==> config.mk <==
export PLATFORM = sky130hd
export DESIGN_NAME = start_signal_decoder
export DESIGN_NICKNAME = d
export VERILOG_FILES = /design/src/include/start_sel_pkg.sv /design/src/logic/coast_delay_timer.sv /design/src/logic/start_hold_latch.sv /design/src/logic/start_signal_decoder.sv
export VERILOG_INCLUDE_DIRS = /design/src /design/src/include
export SDC_FILE = /design/constraint.sdc
export NUM_CORES = 1
export LEC_CHECK = 0
export ABC_AREA = 0
export BUFFER_PORTS_ARGS = -buffer_cell sky130_fd_sc_hd__buf_4
export CELL_PAD_IN_SITES_DETAIL_PLACEMENT = 0
export CELL_PAD_IN_SITES_GLOBAL_PLACEMENT = 2
export CORE_ASPECT_RATIO = 0.7
export CORE_MARGIN = 2
export CORE_UTILIZATION = 39
export DETAILED_ROUTE_END_ITERATION = 12
export PLACE_DENSITY = 0.93
export REMOVE_ABC_BUFFERS = 1
export SYNTH_ARGS = -nofsm -noshare
export SYNTH_HDL_FRONTEND = slang
export SYNTH_SLANG_ARGS = --single-unit
export TNS_END_PERCENT = 50
==> constraint.sdc <==
create_clock -name pclk -period 5.7 [get_ports pclk]
set_input_delay 0.57 -clock pclk [delete_from_list [all_inputs] [get_ports pclk]]
set_output_delay 0.57 -clock pclk [all_outputs]
set_load 0.03 [all_outputs]
==> src/include/start_sel_regs.svh <==
`ifndef START_SEL_REGS_SVH
`define START_SEL_REGS_SVH

// Register byte addresses on the APB slave.
`define SS_ADDR_STOP_SEL 12'h000
`define SS_ADDR_VISIBILITY 12'h004
`define SS_ADDR_TERM_FN 12'h008
`define SS_ADDR_STATUS 12'h00C

// Reset values.
`define SS_STOP_SEL_RESET 14'h270F
`define SS_VISIBILITY_RESET 1'h0
`define SS_FWD_FN_RESET 8'h3C
`define SS_REV_FN_RESET 8'h3D
`define SS_STOP_FN_RESET 8'h00

// Setting values and ranges.
`define SS_SEL_COAST_MAX 14'h0064
`define SS_SEL_RPD_MIN 14'h03E8
`define SS_SEL_RPD_MAX 14'h044C
`define SS_SEL_DECEL 14'h270F
`define SS_SEL_RPD_DECEL 14'h22B8
`define SS_FN_STOP_HOLD 8'h19
`define SS_FN_FWD_START 8'h3C
`define SS_FN_REV_START 8'h3D

// Term function register field positions.
`define SS_FN_FWD_LSB 0
`define SS_FN_REV_LSB 8
`define SS_FN_STOP_LSB 16

// One second and the 100 MHz clock period, both in nanoseconds.
`define SS_SECOND_NS 1000000000
`define SS_CLK_NS 10

`endif

==> src/include/start_sel_pkg.sv <==
package start_sel_pkg;

  // Stop behaviour decoded from the stop selection setting.
  typedef enum logic [2:0] {
    MODE_DECEL = 3'b001,
    MODE_COAST = 3'b010,
    MODE_RPD_DECEL = 3'b100
  } stop_mode_t;

  // Drive state of the motor command.
  typedef enum logic [3:0] {
    ST_IDLE = 4'b0001,
    ST_RUN = 4'b0010,
    ST_DECEL = 4'b0100,
    ST_COAST = 4'b1000
  } drive_state_t;

endpackage

==> src/logic/coast_delay_timer.sv <==
`timescale 1ns/1ps
`include "start_sel_regs.svh"

// ****************************************************************
// Seconds timer for the delayed coast after a start is removed.
// ****************************************************************
module coast_delay_timer #(
  parameter int unsigned SEC_CYCLES = `SS_SECOND_NS / `SS_CLK_NS
) (
  input wire logic pclk,
  input wire logic presetn,
  input wire logic arm,
  input wire logic [6:0] seconds,
  output logic expired
);

  logic [31:0] tick_q;
  logic [6:0] sec_q;
  logic running_q;

  // Count cycles to whole seconds while armed; rearming restarts.
  always_ff @(posedge pclk or negedge presetn) begin
    if (!presetn) begin
      tick_q <= 32'h0;
      sec_q <= 7'h0;
      running_q <= 1'b0;
    end else if (!arm) begin
      tick_q <= 32'h0;
      sec_q <= 7'h0;
      running_q <= 1'b0;
    end else begin
      running_q <= 1'b1;
      if (sec_q != seconds) begin
        if (tick_q == SEC_CYCLES - 1) begin
          tick_q <= 32'h0;
          sec_q <= sec_q + 7'h1;
        end else begin
          tick_q <= tick_q + 32'h1;
        end
      end
    end
  end

  // A zero setting expires one cycle after arming.
  assign expired = running_q && arm && (sec_q == seconds);

endmodule

==> src/logic/start_hold_latch.sv <==
`timescale 1ns/1ps

// ****************************************************************
// Self-holding start latch for three-wire operation.
// ****************************************************************
module start_hold_latch (
  input wire logic pclk,
  input wire logic presetn,
  input wire logic hold_en,
  input wire logic fwd_in,
  input wire logic rev_in,
  output logic held_run,
  output logic held_rev
);

  logic fwd_q;
  logic rev_q;
  logic run_q;
  logic dir_q;

  // A start is taken on the falling edge of its trigger; releasing
  // the stop-hold input clears the latch.
  always_ff @(posedge pclk or negedge presetn) begin
    if (!presetn) begin
      fwd_q <= 1'b0;
      rev_q <= 1'b0;
      run_q <= 1'b0;
      dir_q <= 1'b0;
    end else begin
      fwd_q <= fwd_in;
      rev_q <= rev_in;
      if (!hold_en) begin
        run_q <= 1'b0;
      end else if (fwd_q && !fwd_in) begin
        run_q <= 1'b1;
        dir_q <= 1'b0;
      end else if (rev_q && !rev_in) begin
        run_q <= 1'b1;
        dir_q <= 1'b1;
      end
    end
  end

  assign held_run = run_q;
  assign held_rev = dir_q;

endmodule

==> src/logic/start_signal_decoder.sv <==
`timescale 1ns/1ps
`include "start_sel_regs.svh"

module start_signal_decoder #(
  parameter int unsigned SEC_CYCLES = `SS_SECOND_NS / `SS_CLK_NS
) (
  input wire logic pclk,
  input wire logic presetn,
  input wire logic psel,
  input wire logic penable,
  input wire logic pwrite,
  input wire logic [11:0] paddr,
  input wire logic [31:0] pwdata,
  output logic [31:0] prdata,
  output logic pready,
  output logic pslverr,
  input wire logic fwd_start_input,
  input wire logic rev_start_input,
  input wire logic stop_terminal_input,
  input wire logic jog_input,
  input wire logic output_shutoff_input,
  output logic run_fwd,
  output logic run_rev,
  output logic decel_stop,
  output logic drive_enable
);

  // ****************************************************************
  // Register file
  // ****************************************************************

  logic [13:0] stop_sel_q;
  logic vis_q;
  logic [7:0] fwd_fn_q;
  logic [7:0] rev_fn_q;
  logic [7:0] stop_fn_q;
  logic wr_en;
  logic rd_en;
  logic addr_ok;
  logic [31:0] rdata_d;
  logic [31:0] prdata_q;
  // Latch status, shown in the status word and driven further down.
  logic hold_active;
  logic hold_run;

  start_sel_pkg::drive_state_t state_q;
  start_sel_pkg::drive_state_t state_d;

  // Writes and reads complete in the first access cycle. Zero wait
  // states keep the slave simple, since nothing here needs more time.
  assign wr_en = psel && penable && pwrite;
  assign rd_en = psel && penable && !pwrite;
  assign pready = 1'b1;
  assign addr_ok = (paddr == `SS_ADDR_STOP_SEL) ||
                   (paddr == `SS_ADDR_VISIBILITY) ||
                   (paddr == `SS_ADDR_TERM_FN) ||
                   (paddr == `SS_ADDR_STATUS);
  // Unmapped places answer with an error and change nothing, so a
  // stray write cannot disturb the drive.
  assign pslverr = psel && penable && !addr_ok;

  // Only recognised settings are accepted, otherwise the old one stays.
  // A bad value is dropped rather than clipped, because the nearest
  // legal setting may well choose a different stop method.
  function automatic logic sel_legal(input logic [13:0] v);
    sel_legal = (v <= `SS_SEL_COAST_MAX) ||
                ((v >= `SS_SEL_RPD_MIN) && (v <= `SS_SEL_RPD_MAX)) ||
                (v == `SS_SEL_DECEL) || (v == `SS_SEL_RPD_DECEL);
  endfunction

  // Stop selection is locked unless extended visibility is zero.
  // A locked write is simply lost; there is no error response.
  always_ff @(posedge pclk or negedge presetn) begin
    if (!presetn) begin
      stop_sel_q <= `SS_STOP_SEL_RESET;
    end else if (wr_en && paddr == `SS_ADDR_STOP_SEL && !vis_q &&
                 pwdata[31:14] == 18'h0 && sel_legal(pwdata[13:0])) begin
      stop_sel_q <= pwdata[13:0];
    end
  end

  // Visibility setting itself is always writable.
  // It gates the other settings, so it must never lock itself.
  always_ff @(posedge pclk or negedge presetn) begin
    if (!presetn) begin
      vis_q <= `SS_VISIBILITY_RESET;
    end else if (wr_en && paddr == `SS_ADDR_VISIBILITY) begin
      vis_q <= pwdata[0];
    end
  end

  // Forward and reverse selectors refuse only the other's start code;
  // any other code, stop-hold or nothing included, is accepted.
  // A refused field keeps its old code while the others still update.
  always_ff @(posedge pclk or negedge presetn) begin
    if (!presetn) begin
      fwd_fn_q <= `SS_FWD_FN_RESET;
      rev_fn_q <= `SS_REV_FN_RESET;
      stop_fn_q <= `SS_STOP_FN_RESET;
    end else if (wr_en && paddr == `SS_ADDR_TERM_FN && !vis_q) begin
      if (pwdata[`SS_FN_FWD_LSB +: 8] != `SS_FN_REV_START) begin
        fwd_fn_q <= pwdata[`SS_FN_FWD_LSB +: 8];
      end
      if (pwdata[`SS_FN_REV_LSB +: 8] != `SS_FN_FWD_START) begin
        rev_fn_q <= pwdata[`SS_FN_REV_LSB +: 8];
      end
      if (pwdata[`SS_FN_STOP_LSB +: 8] != `SS_FN_FWD_START &&
          pwdata[`SS_FN_STOP_LSB +: 8] != `SS_FN_REV_START) begin
        stop_fn_q <= pwdata[`SS_FN_STOP_LSB +: 8];
      end
    end
  end

  // Read multiplexer; unmapped addresses read zero.
  // A read has no side effect, so polling the status word is safe.
  always_comb begin
    rdata_d = 32'h0;
    unique case (paddr)
      `SS_ADDR_STOP_SEL: rdata_d = {18'h0, stop_sel_q};
      `SS_ADDR_VISIBILITY: rdata_d = {31'h0, vis_q};
      `SS_ADDR_TERM_FN: rdata_d = {8'h0, stop_fn_q, rev_fn_q, fwd_fn_q};
      `SS_ADDR_STATUS: rdata_d = {24'h0, hold_run, hold_active,
                                  drive_enable, decel_stop,
                                  run_rev, run_fwd, state_q[3:2]};
      default: rdata_d = 32'h0;
    endcase
  end

  // Read data is registered on the access edge.
  always_ff @(posedge pclk or negedge presetn) begin
    if (!presetn) begin
      prdata_q <= 32'h0;
    end else if (rd_en) begin
      prdata_q <= rdata_d;
    end
  end

  // ****************************************************************
  // Terminal routing
  // ****************************************************************

  logic fwd_in;
  logic rev_in;
  logic stop_in;
  logic hold_rev;

  // Start signals reach the decoder only through their own terminal.
  // terminal routing
  assign fwd_in = fwd_start_input && (fwd_fn_q == `SS_FN_FWD_START);
  assign rev_in = rev_start_input && (rev_fn_q == `SS_FN_REV_START);

  // Stop-hold from the dedicated terminal or a reassigned start pin.
  // A start pin given the stop-hold code loses its start role, because
  // its own selector no longer holds the start code.
  // code 25 routing
  assign stop_in = (stop_terminal_input &&
                    stop_fn_q == `SS_FN_STOP_HOLD) ||
                   (fwd_start_input && fwd_fn_q == `SS_FN_STOP_HOLD) ||
                   (rev_start_input && rev_fn_q == `SS_FN_STOP_HOLD);

  // Jog takes over, so the stop-hold input is ignored meanwhile.
  // jog ignores hold
  assign hold_active = stop_in && !jog_input;

  start_hold_latch u_latch (
    .pclk(pclk),
    .presetn(presetn),
    .hold_en(hold_active),
    .fwd_in(fwd_in),
    .rev_in(rev_in),
    .held_run(hold_run),
    .held_rev(hold_rev)
  );

  // ****************************************************************
  // Command decode
  // ****************************************************************

  start_sel_pkg::stop_mode_t mode;
  logic run_dir_mode;
  logic cmd_run;
  logic cmd_rev;
  logic [6:0] coast_secs;
  logic timer_expired;

  // Decode the stop selection setting.
  // Setting 0 coasts three cycles after removal; a user who wants a
  // soft stop has to pick one of the deceleration settings instead.
  always_comb begin
    mode = start_sel_pkg::MODE_DECEL;
    run_dir_mode = 1'b0;
    coast_secs = 7'h0;
    if (stop_sel_q <= `SS_SEL_COAST_MAX) begin
      mode = start_sel_pkg::MODE_COAST;
      coast_secs = stop_sel_q[6:0];
    end else if (stop_sel_q >= `SS_SEL_RPD_MIN &&
                 stop_sel_q <= `SS_SEL_RPD_MAX) begin
      mode = start_sel_pkg::MODE_COAST;
      run_dir_mode = 1'b1;
      coast_secs = 7'(stop_sel_q - `SS_SEL_RPD_MIN);
    end else if (stop_sel_q == `SS_SEL_RPD_DECEL) begin
      mode = start_sel_pkg::MODE_RPD_DECEL;
      run_dir_mode = 1'b1;
    end
  end

  // Command from level inputs or from the held start.
  // In three-wire mode the latch decides even in run-plus-direction
  // mode, since the start pins then only trigger the latch.
  always_comb begin
    cmd_run = 1'b0;
    cmd_rev = 1'b0;
    if (hold_active) begin
      cmd_run = hold_run;
      cmd_rev = hold_rev;
    end else if (run_dir_mode) begin
      cmd_run = fwd_in;
      cmd_rev = rev_in;
    end else begin
      cmd_run = fwd_in ^ rev_in;
      cmd_rev = rev_in && !fwd_in;
    end
  end

  // ****************************************************************
  // Drive state
  // ****************************************************************

  // Direction of the running command, kept through the stop phase.
  logic dir_q;

  // The timer runs only in the stop phase of a coast setting, so a new
  // start clears the count and a later removal starts it afresh.
  coast_delay_timer #(
    .SEC_CYCLES(SEC_CYCLES)
  ) u_timer (
    .pclk(pclk),
    .presetn(presetn),
    .arm(state_q == start_sel_pkg::ST_DECEL &&
         mode == start_sel_pkg::MODE_COAST),
    .seconds(coast_secs),
    .expired(timer_expired)
  );

  // Removing the start enters a stop phase, either decelerating with
  // no return to idle or coasting once the timer expires.
  // There is no speed model: deceleration has no end here, so the stop
  // phase lasts until a new start or the coast timer.
  always_comb begin
    state_d = state_q;
    unique case (state_q)
      start_sel_pkg::ST_IDLE: begin
        if (cmd_run) begin
          state_d = start_sel_pkg::ST_RUN;
        end
      end
      start_sel_pkg::ST_RUN: begin
        if (!cmd_run) begin
          state_d = start_sel_pkg::ST_DECEL;
        end
      end
      start_sel_pkg::ST_DECEL: begin
        if (cmd_run) begin
          state_d = start_sel_pkg::ST_RUN;
        end else if (timer_expired) begin
          state_d = start_sel_pkg::ST_COAST;
        end
      end
      start_sel_pkg::ST_COAST: begin
        if (cmd_run) begin
          state_d = start_sel_pkg::ST_RUN;
        end
      end
      default: state_d = start_sel_pkg::ST_IDLE;
    endcase
  end

  // State register; the one-hot code is refreshed on every edge.
  always_ff @(posedge pclk or negedge presetn) begin
    if (!presetn) begin
      state_q <= start_sel_pkg::ST_IDLE;
    end else begin
      state_q <= state_d;
    end
  end

  // Direction follows the live command while running.
  always_ff @(posedge pclk or negedge presetn) begin
    if (!presetn) begin
      dir_q <= 1'b0;
    end else if (cmd_run) begin
      dir_q <= cmd_rev;
    end
  end

  // ****************************************************************
  // Outputs
  // ****************************************************************

  // Shutoff masks the outputs combinationally, so the motor coasts at
  // once, but leaves the latch and state untouched.
  // immediate shutoff
  assign drive_enable = !output_shutoff_input &&
                        (state_q == start_sel_pkg::ST_RUN ||
                         state_q == start_sel_pkg::ST_DECEL);
  assign run_fwd = drive_enable && state_q == start_sel_pkg::ST_RUN &&
                   !dir_q;
  assign run_rev = drive_enable && state_q == start_sel_pkg::ST_RUN &&
                   dir_q;
  assign decel_stop = drive_enable && state_q == start_sel_pkg::ST_DECEL;
  // Read data leaves straight from its register.
  assign prdata = prdata_q;

endmodule

# --- After elaboration in Yosys (flattened, before gate mapping) ---
# Index checks and enable logic that the tools add are counted.
# Widths: inputs -> output; s select.
word_totals:
  ram_bits: 0
  latchBits: 0
  mem_count: 0
  rom_bits: 0
  regBits: 120
op_classes:
  div: 0
  multipliers: 0
  bitwise_logic: 1
  shifts: 0
  n_mux: 29
  addsub: 3
  order_cmp: 6
  eq_ne: 29
  reduce_logical: 58
op_table:
  columns: ["operator", "count"]
  rows:
  - ["$mux 32", 3]
  - ["$pmux 24 s4", 1]
  - ["$eq 14x14->1 const B", 3]
  - ["$mux 7", 5]
  - ["$add 32x1->32 const B", 1]
  - ["$eq 32x27->1 const B", 1]
  - ["$ne 8x6->1 const B", 4]
  - ["$logic_and 1x1->1", 31]
  - ["$ge 14x10->1 const B", 2]
  - ["$le 14x11->1 const B", 2]
  - ["$le 14x7->1 const B", 2]
  - ["$eq 12x4->1 const B", 2]
  - ["$eq 8x5->1 const B", 3]
  - ["$logic_not 18->1", 1]
  - ["$eq 8x6->1 const B", 2]
  - ["$mux 4", 4]
  - ["$eq 12x3->1 const B", 1]
  - ["$logic_not 12->1", 1]
  - ["$mux 1", 12]
  - ["$pmux 4 s3", 1]
  - ["$reduce_and 2->1", 5]
  - ["$logic_or 1x1->1", 9]
  - ["$mux 3", 3]
  - ["$logic_not 1->1", 8]
  - ["16 further kinds", 19]

# --- Depth between registers and ports, before layout ---
# Gate-level depths: netlist of the first run.
logic_depth:
  word_depth: 11
  mapped_depth: 12

# --- Cells and area by module ---
# A second synthesis of the first run with hierarchy kept.
hier_totals:
  hier_cells: 645
  hier_area_um2: 6401.1
modules_own_cells:
  columns: ["mod", "area_per_inst_um2", "cells_each", "n_inst", "seq_area_each_um2"]
  rows:
  - ["start_signal_decoder", 3941.3, 384, 1, 1724.2]
  - ["coast_delay_timer", 2321.0, 252, 1, 1001.0]
  - ["start_hold_latch", 138.9, 9, 1, 100.1]

# --- Worst setup path after synthesis of the first run ---
# No wires, ideal clock.
synth_timing:
  kind: "register to register"
  start: "register u_timer.tick_q[0]"
  end: "register u_timer.tick_q[21]"
  stages_incl_launch_ff: 12
  slack_ns: 3.004
  required_ns: 5.562
  setup_time_ns: 0.138
  arrival_ns: 2.558
  path_cell_list: "dfrtp_1 > ha_1 > and3_1 > and3_1 > buf_2 > nand3_2 > or4_4 > o21ai_4 > clkbuf_1 > a21oi_1 > o21ai_0 > o31ai_4"
synth_via:
  elab_chain_cells: 4
synth_lines:
  columns: ["item", "line", "source"]
  rows:
  - ["start, declared", "coast_delay_timer.sv:17", "logic [31:0] tick_q;"]
  - ["start signal, assigned", "coast_delay_timer.sv:38", "tick_q <= tick_q + 32'h1;"]
  - ["$add 32x1->32 or $eq 32x27->1 (tied branches)", "coast_delay_timer.sv:38, coast_delay_timer.sv:34", null]
  - ["$mux 32 *", "coast_delay_timer.sv:34", "if (tick_q == SEC_CYCLES - 1) begin"]
  - ["$mux 32 *", "coast_delay_timer.sv:33", "if (sec_q != seconds) begin"]
  - ["$mux 32 *", "coast_delay_timer.sv:27", "end else if (!arm) begin"]
# Mark *: on every way between the ends. The rest lies on a longest branch, timed or not. The select of a mux whose other input is x is not followed.
# A chain may end at the register's enable or synchronous reset.

# --- Final worst setup path of the first run ---
layout_timing:
  start: "register u_timer.tick_q[0]"
  end: "register u_timer.tick_q[2]"
# Same word-level chain as after synthesis.

==> flow_summary.json, run 1 <==
{
  "skew_ns": 0.0109,
  "hold_buffers": 0,
  "crit_end": "u_timer.tick_q[2]$_DFFE_PN0P_",
  "hold_path_class": "in2async",
  "yosysMostFrequentCell": "dfrtp_1",
  "seqPwrFrac": 0.530,
  "outcome": "finished, final reports clean",
  "die_area_mm2": 0.0171,
  "numPortBuffers": 82,
  "worst_setup_path_end_kind": "flop",
  "final_antenna_net_count": 0,
  "grt_pass1_wl_mm": 26.2,
  "synth-edff-count": 0,
  "synth-seq-area-share": 0.451,
  "synthTopCellsByArea": "dfrtp_1 (38%), dfstp_2 (7.6%), mux2_2 (6.5%)",
  "fin_ws_ns": 2.08,
  "swShare": 0.245,
  "clkLatencyLatePin_ns": 0.35,
  "via_per_inst": 5.73,
  "power.total_mw": 1.50,
  "synthDistinctLibCells": 74,
  "ios": 92,
  "synth_top_cell_area_share": 0.376,
  "min_period_ns": 3.62,
  "antenna_found_initial": 0,
  "final_area_mm2": 0.00727,
  "internal_power_mw": 1.13,
  "clkSinkCount": 112,
  "leakage_nw": 3.19,
  "worst_pin_slew_ns": 1.07,
  "fin_util": 0.466,
  "nets": 771,
  "worstPathArrival_ns": 3.83,
  "syn2layout_area_growth_pct": 16.1,
  "num_rows": 38,
  "period_share": 0.635,
  "p_comb_frac": 0.054,
  "gp_congestion": 0.834,
  "coreArea_mm2": 0.0156,
  "syn_area_per_cell_um2": 9.72,
  "slew_headroom": 0.282,
  "drt-total-wl_mm": 16.4,
  "netlist_area_mm2": 0.00626,
  "synth_seq_cells": 112,
  "initial_core_util": 0.401,
  "drt_iter0_drc": 446,
  "clockBufferDepth": 2,
  "synthFlopType": "dfrtp_1",
  "netlist_instances": 644,
  "p_sw_uw": 367,
  "cts_tree": "done",
  "wire_per_inst_um": 17.9,
  "rr_worst_depth": 9,
  "die_h_um": 110,
  "place_hpwl_mm": 12.1,
  "worstSetupStartpoint": "u_timer.tick_q[0]$_DFFE_PN0P_",
  "clkTransAtPathRegs_ns": 0.08,
  "dr.pass1.iters": 6,
  "p_per_area_mw_per_mm2": 206,
  "cp_max_fo": 34,
  "synthArstFlopShare": 1.00,
  "root_buffer": "clkbuf_16",
  "ys_warn_count": 0,
  "grt_pass1_vias": 4875,
  "die_x_um": 155,
  "cts_made_buffers": 9,
  "cp.required_ns": 5.91,
  "worst-setup-path-type": "reg2reg",
  "fin_setup_tns_ns": 0,
  "maxCapViolations": 0,
  "via_count": 5263,
  "placed_area_mm2": 0.00698,
  "grt_max_degree": 58,
  "cts_max_level": 3,
  "synthTopCellsByCount": "dfrtp_1 (94), nand2_1 (84), o21ai_0 (52), nor2_1 (46), mux2_2 (36)",
  "synth_area_leader_cell": "dfrtp_1",
  "pre_cts_slack_ns": 1.92,
  "finalMaxSlewViolations": 0,
  "drc": 0,
  "r2r_slack_ns": 2.08,
  "gr-total-overflow": 0,
  "setup_viol": 0,
  "grt.total_usage": 0.196,
  "ir_drop_mv": 0.152,
  "start_kind": "flop",
  "p_clk_frac": 0.416,
  "rsz0062_at_grt": "false",
  "clock.fmax_mhz": 276,
  "postCtsSetupBuffers": 0,
  "reg2reg_to": "u_timer.tick_q[2]$_DFFE_PN0P_",
  "layout-drive-gt1-share": 0.269,
  "diodes": 0,
  "post_cts_resized": 0,
  "r2r_start": "u_timer.tick_q[0]$_DFFE_PN0P_",
  "final-hold-violation-count": 0
}
-- through the flow --
step | hold slack [ns] | cells
2_1_floorplan | 0.274 | 617
3_3_place_gp | 0.435 | 902
3_5_place_dp | 0.455 | 902
4_1_cts | 0.297 | 918
5_1_grt | 0.328 | 918
6_report | 0.268 | 918
-- layout make-up --
| cell class | instances | area, um2 |
|---|---|---|
| Multi-Input combinational cell | 489 | 3210 |
| Tap cell | 200 | 250 |
| Inverter | 16 | 60.1 |
| Clock buffer | 10 | 229 |
| Sequential cell | 112 | 2830 |
| Clock inverter | 6 | 57.6 |
| Fill cell | 1462 | 8320 |
| Timing Repair Buffer | 85 | 638 |
-- sequential cells by signal (all words and copies together), names as in the netlist, 4 cells and up --
name            flops
state_q             4
fwd_fn_q            8
prdata             24
u_timer.sec_q       7
u_timer.tick_q     32
stop_sel_q         14
rev_fn_q            8
stop_fn_q           8
-- power groups by stage --
stage,sequential (mW),combinational (mW),clock (mW)
global route,0.795,0.0899,0.673
finish,0.795,0.0816,0.624
detailed placement,0.810,0.0825,0
floorplan,0.810,0.0199,0
CTS,0.795,0.0829,0.639
global placement,0.810,0.0812,0
-- cells by family after synthesis --
| group | count (synthesis) | share of synthesized area |
|---|---|---|
| multiplexers | 39 | 0.0717 |
| adder cells (fa/ha/maj) | 4 | 0.00799 |
| XOR/XNOR | 8 | 0.0112 |
| flip-flops | 112 | 0.451 |
| buffers and inverters | 50 | 0.0410 |
| other | 2 | 0.00120 |
| AO/OA/AOI/OAI | 168 | 0.200 |
| AND/OR/NAND/NOR | 261 | 0.216 |
-- critical path, stage by stage, from the launching register on --
cell	delay, ns
dfrtp_1	0.41
ha_1	0.24
and3_1	0.19
and3_1	0.32
nand3_2	0.15
or4_4	0.54
o21ai_4	0.72
inv_2	0.23
nand2b_4	0.49
o21ai_1	0.15
-- how the worst min path moves through the flow --
stage                     cells after the start                        endpoint  slack [ns]                     from
after floorplan                               0               dir_q$_DFFE_PN0P_        0.27                  presetn
after global placement                        1    u_latch.held_rev$_DFFE_PN0P_        0.43  u_latch.fwd_q$_DFF_PN0_
after detailed placement                      1    u_latch.held_rev$_DFFE_PN0P_        0.45  u_latch.fwd_q$_DFF_PN0_
after CTS                                     1           prdata[9]$_DFFE_PN0P_        0.30                  presetn
after global routing                          1  u_timer.tick_q[19]$_DFFE_PN0P_        0.33                  presetn
final                                         1  u_timer.tick_q[19]$_DFFE_PN0P_        0.27                  presetn
-- metal layers --
metal	share of wire	vias to the layer above	GRT usage
li1	-	2484	-
met1	0.51	2613	0.309
met2	0.42	158	0.273
met3	0.067	8	0.0367
met4	0.0073	0	0.0478
met5	0	-	0
-- cells in the final DEF (no fill, tap or decap), types with 3 or more instances in the layout --
cell type	instances
a21oi_1	17
buf_4	85
and3_1	15
nor3_1	18
ha_1	4
and4_1	4
nand2b_1	5
nand3_1	25
nand2_1	84
o31ai_4	8
nor4b_1	4
a21o_1	3
nor2b_1	6
a31oi_1	10
a22oi_1	13
o21ai_0	52
o31ai_1	6
or3_1	4
inv_1	15
and2_1	7
nor4_1	10
o41ai_1	5
o21ai_1	21
nand4b_1	4
dfstp_2	18
mux2_2	36
o31ai_2	8
xnor2_1	4
nor2_1	46
dfrtp_1	94
or2_2	4
nand4_1	9
xor2_1	4
clkbuf_16	9
conb_1	9
Note: power is estimated with default switching activity, not from simulation.
==> run 2: changes to the inputs <==
- CORE_UTILIZATION: 39 -> 33
- PLACE_DENSITY: 0.93 -> 0.84
- clock period: 5.7 -> 3.1 ns (I/O delays scaled with it)
==> run 2 against run 1 <==
  * Critical endpoint is now u_timer.tick_q[10]$_DFFE_PN0P_
  * Sequential share of layout area decreased by 1.3 points
  * Routed wire length is 3.5% higher
  * Final area is 3.5% higher
  * Fmax grew 22%
  * Worst setup slack got worse by 1.9 ns
  * Clock-buffer cell count is 1 lower
  * Largest cell class unchanged
  * Critical path depth rose by 1
  * Non-clock buffer count rose by 18
==> flow_summary.json, run 2 (synthesis gave the netlist of run 1 again) <==
{
  "r2r_slack_ns": 0.14,
  "internal_power_mw": 2.09,
  "period_share": 0.956,
  "reg2reg_to": "u_timer.tick_q[10]$_DFFE_PN0P_",
  "min_from": "jog_input",
  "min_period_ns": 2.96,
  "maxCapViolations": 0,
  "die_h_um": 119,
  "skew_ns": 0.0152,
  "hold_path_class": "in2reg",
  "worst_setup_path_end_kind": "flop",
  "num_rows": 42,
  "fin_util": 0.401,
  "cp_max_fo": 27,
  "cp_cell_sequence": "or3_4 -> nor4_4 -> a21o_1 -> a21oi_1 -> nor4_2 -> a21boi_2 -> o211a_4 -> nand2b_4 -> buf_12 -> o41ai_2",
  "antenna_found_initial": 0,
  "p_sw_uw": 721,
  "clkSinkCount": 112,
  "gr-total-overflow": 0,
  "gp_congestion": 0.818,
  "largest_reg_flops": 32,
  "fin_setup_tns_ns": 0,
  "slowest_stage": "dfrtp_1",
  "diodes": 0,
  "grt_pass1_vias": 4855,
  "ir_drop_mv": 0.253,
  "initial_core_util": 0.334,
  "clkLatencyLatePin_ns": 0.37,
  "cts_made_buffers": 9,
  "layout_common_cells": "buf_4 (98), dfrtp_1 (94), nand2_1 (84), o21ai_0 (48), nor2_1 (46)",
  "setup_viol": 0,
  "slew_headroom": 0.525,
  "clock.fmax_mhz": 337,
  "syn2layout_area_growth_pct": 20.2,
  "grt_max_degree": 72,
  "numPortBuffers": 82,
  "grt.total_usage": 0.171,
  "start_kind": "flop",
  "die_area_mm2": 0.0201,
  "worstSetupStartpoint": "stop_sel_q[11]$_DFFE_PN0P_",
  "p_comb_frac": 0.055,
  "via_per_inst": 5.38,
  "clkTransAtPathRegs_ns": 0.09,
  "ios": 92,
  "p_clk_frac": 0.426,
  "cts_tree": "done",
  "layout-drive-gt1-share": 0.288,
  "nets": 789,
  "final_common_cell": "buf_4",
  "leakage_nw": 3.30,
  "swShare": 0.256,
  "cp.required_ns": 3.33,
  "final-hold-violation-count": 0,
  "drt-total-wl_mm": 17.0,
  "crit_end": "u_timer.tick_q[10]$_DFFE_PN0P_",
  "dr.pass1.iters": 6,
  "via_count": 5263,
  "worst-setup-path-type": "reg2reg",
  "rsz0062_at_grt": "false",
  "wire_per_inst_um": 17.4,
  "cts_max_level": 3,
  "root_buffer": "clkbuf_16",
  "coreArea_mm2": 0.0188,
  "cp_top_family": "simple AND/OR/NAND/NOR gates",
  "clockBufferDepth": 2,
  "p_per_area_mw_per_mm2": 374,
  "drc": 0,
  "die_x_um": 169,
  "grt_pass1_wl_mm": 27.2,
  "worst_pin_slew_ns": 0.711,
  "regMostFlops": "u_timer.tick_q",
  "drt_iter0_drc": 478,
  "finalMaxSlewViolations": 0,
  "final_antenna_net_count": 0,
  "cpPeakStageDelay_ns": 0.42,
  "critical_path_cell_count": 10,
  "postCtsSetupBuffers": 0,
  "worstPathArrival_ns": 3.20,
  "cp_num_buf_inv": 1,
  "rr_worst_depth": 10,
  "place_hpwl_mm": 12.5,
  "seqPwrFrac": 0.519,
  "r2r_start": "stop_sel_q[11]$_DFFE_PN0P_",
  "outcome": "finished, final reports clean"
}
-- run 2: cell types whose count changed in the layout (fill, tap and decap cells not counted), sizes merged --
cell         before  now
clkinv            2    3
buf              85  102
clkbuf           10    9
dlygate4sd3       0    1
-- run 2: through the flow --
stage	total power [mW]	instance area [um2]	setup WS, ns	hold slack (ns)	std cells
floorplan	1.53	6090	0.114	0.0144	617
global placement	1.64	7210	0.229	0.339	961
detailed placement	1.65	7210	0.132	0.342	961
CTS	2.85	7520	0.127	0.106	978
global route	2.92	7530	0.00111	0.107	978
finish	2.81	7530	0.135	0.109	978
-- run 2: power by group through the flow --
stage                     registers (mW)  clock network, mW  logic [mW]
after CTS                           1.46               1.23       0.156
final                               1.46               1.20       0.155
after detailed placement            1.49                  0       0.155
after floorplan                     1.49                  0      0.0367
after global placement              1.49                  0       0.153
after global routing                1.46               1.29       0.169
-- run 2: final cells by class --
type                    instances  area (um2)
clock buffers                   9         225
clock inverters                 7        73.8
fillers                      1832       11200
inverters                      16        60.1
multi-input cells             489        3220
flip-flops and latches        112        2830
well taps                     242         303
repair buffers                103         826
-- run 2: what timing repair did --
action,4_1_cts,5_1_grt
resized for setup,0,6
hold buffers,1,0
setup endpoints to repair,0,10
hold endpoints to repair,32,0
-- run 2: how the worst min path moves through the flow --
stage / to / slack (ns) / cells past startpoint
after floorplan: dir_q$_DFFE_PN0P_ / 0.01 / 0
after global placement: u_timer.tick_q[20]$_DFFE_PN0P_ / 0.34 / 1
after detailed placement: u_timer.tick_q[21]$_DFFE_PN0P_ / 0.34 / 1
after CTS: u_latch.held_run$_DFFE_PN0P_ / 0.11 / 2
after global routing: u_latch.held_run$_DFFE_PN0P_ / 0.11 / 2
final: u_latch.held_run$_DFFE_PN0P_ / 0.11 / 2
-- run 2: metal layers --
metal	track usage	vias to the layer above	routed length, um
li1	-	2519	-
met1	0.283	2584	9210
met2	0.221	150	6730
met3	0.0366	10	910
met4	0.0323	0	133
met5	0	-	0
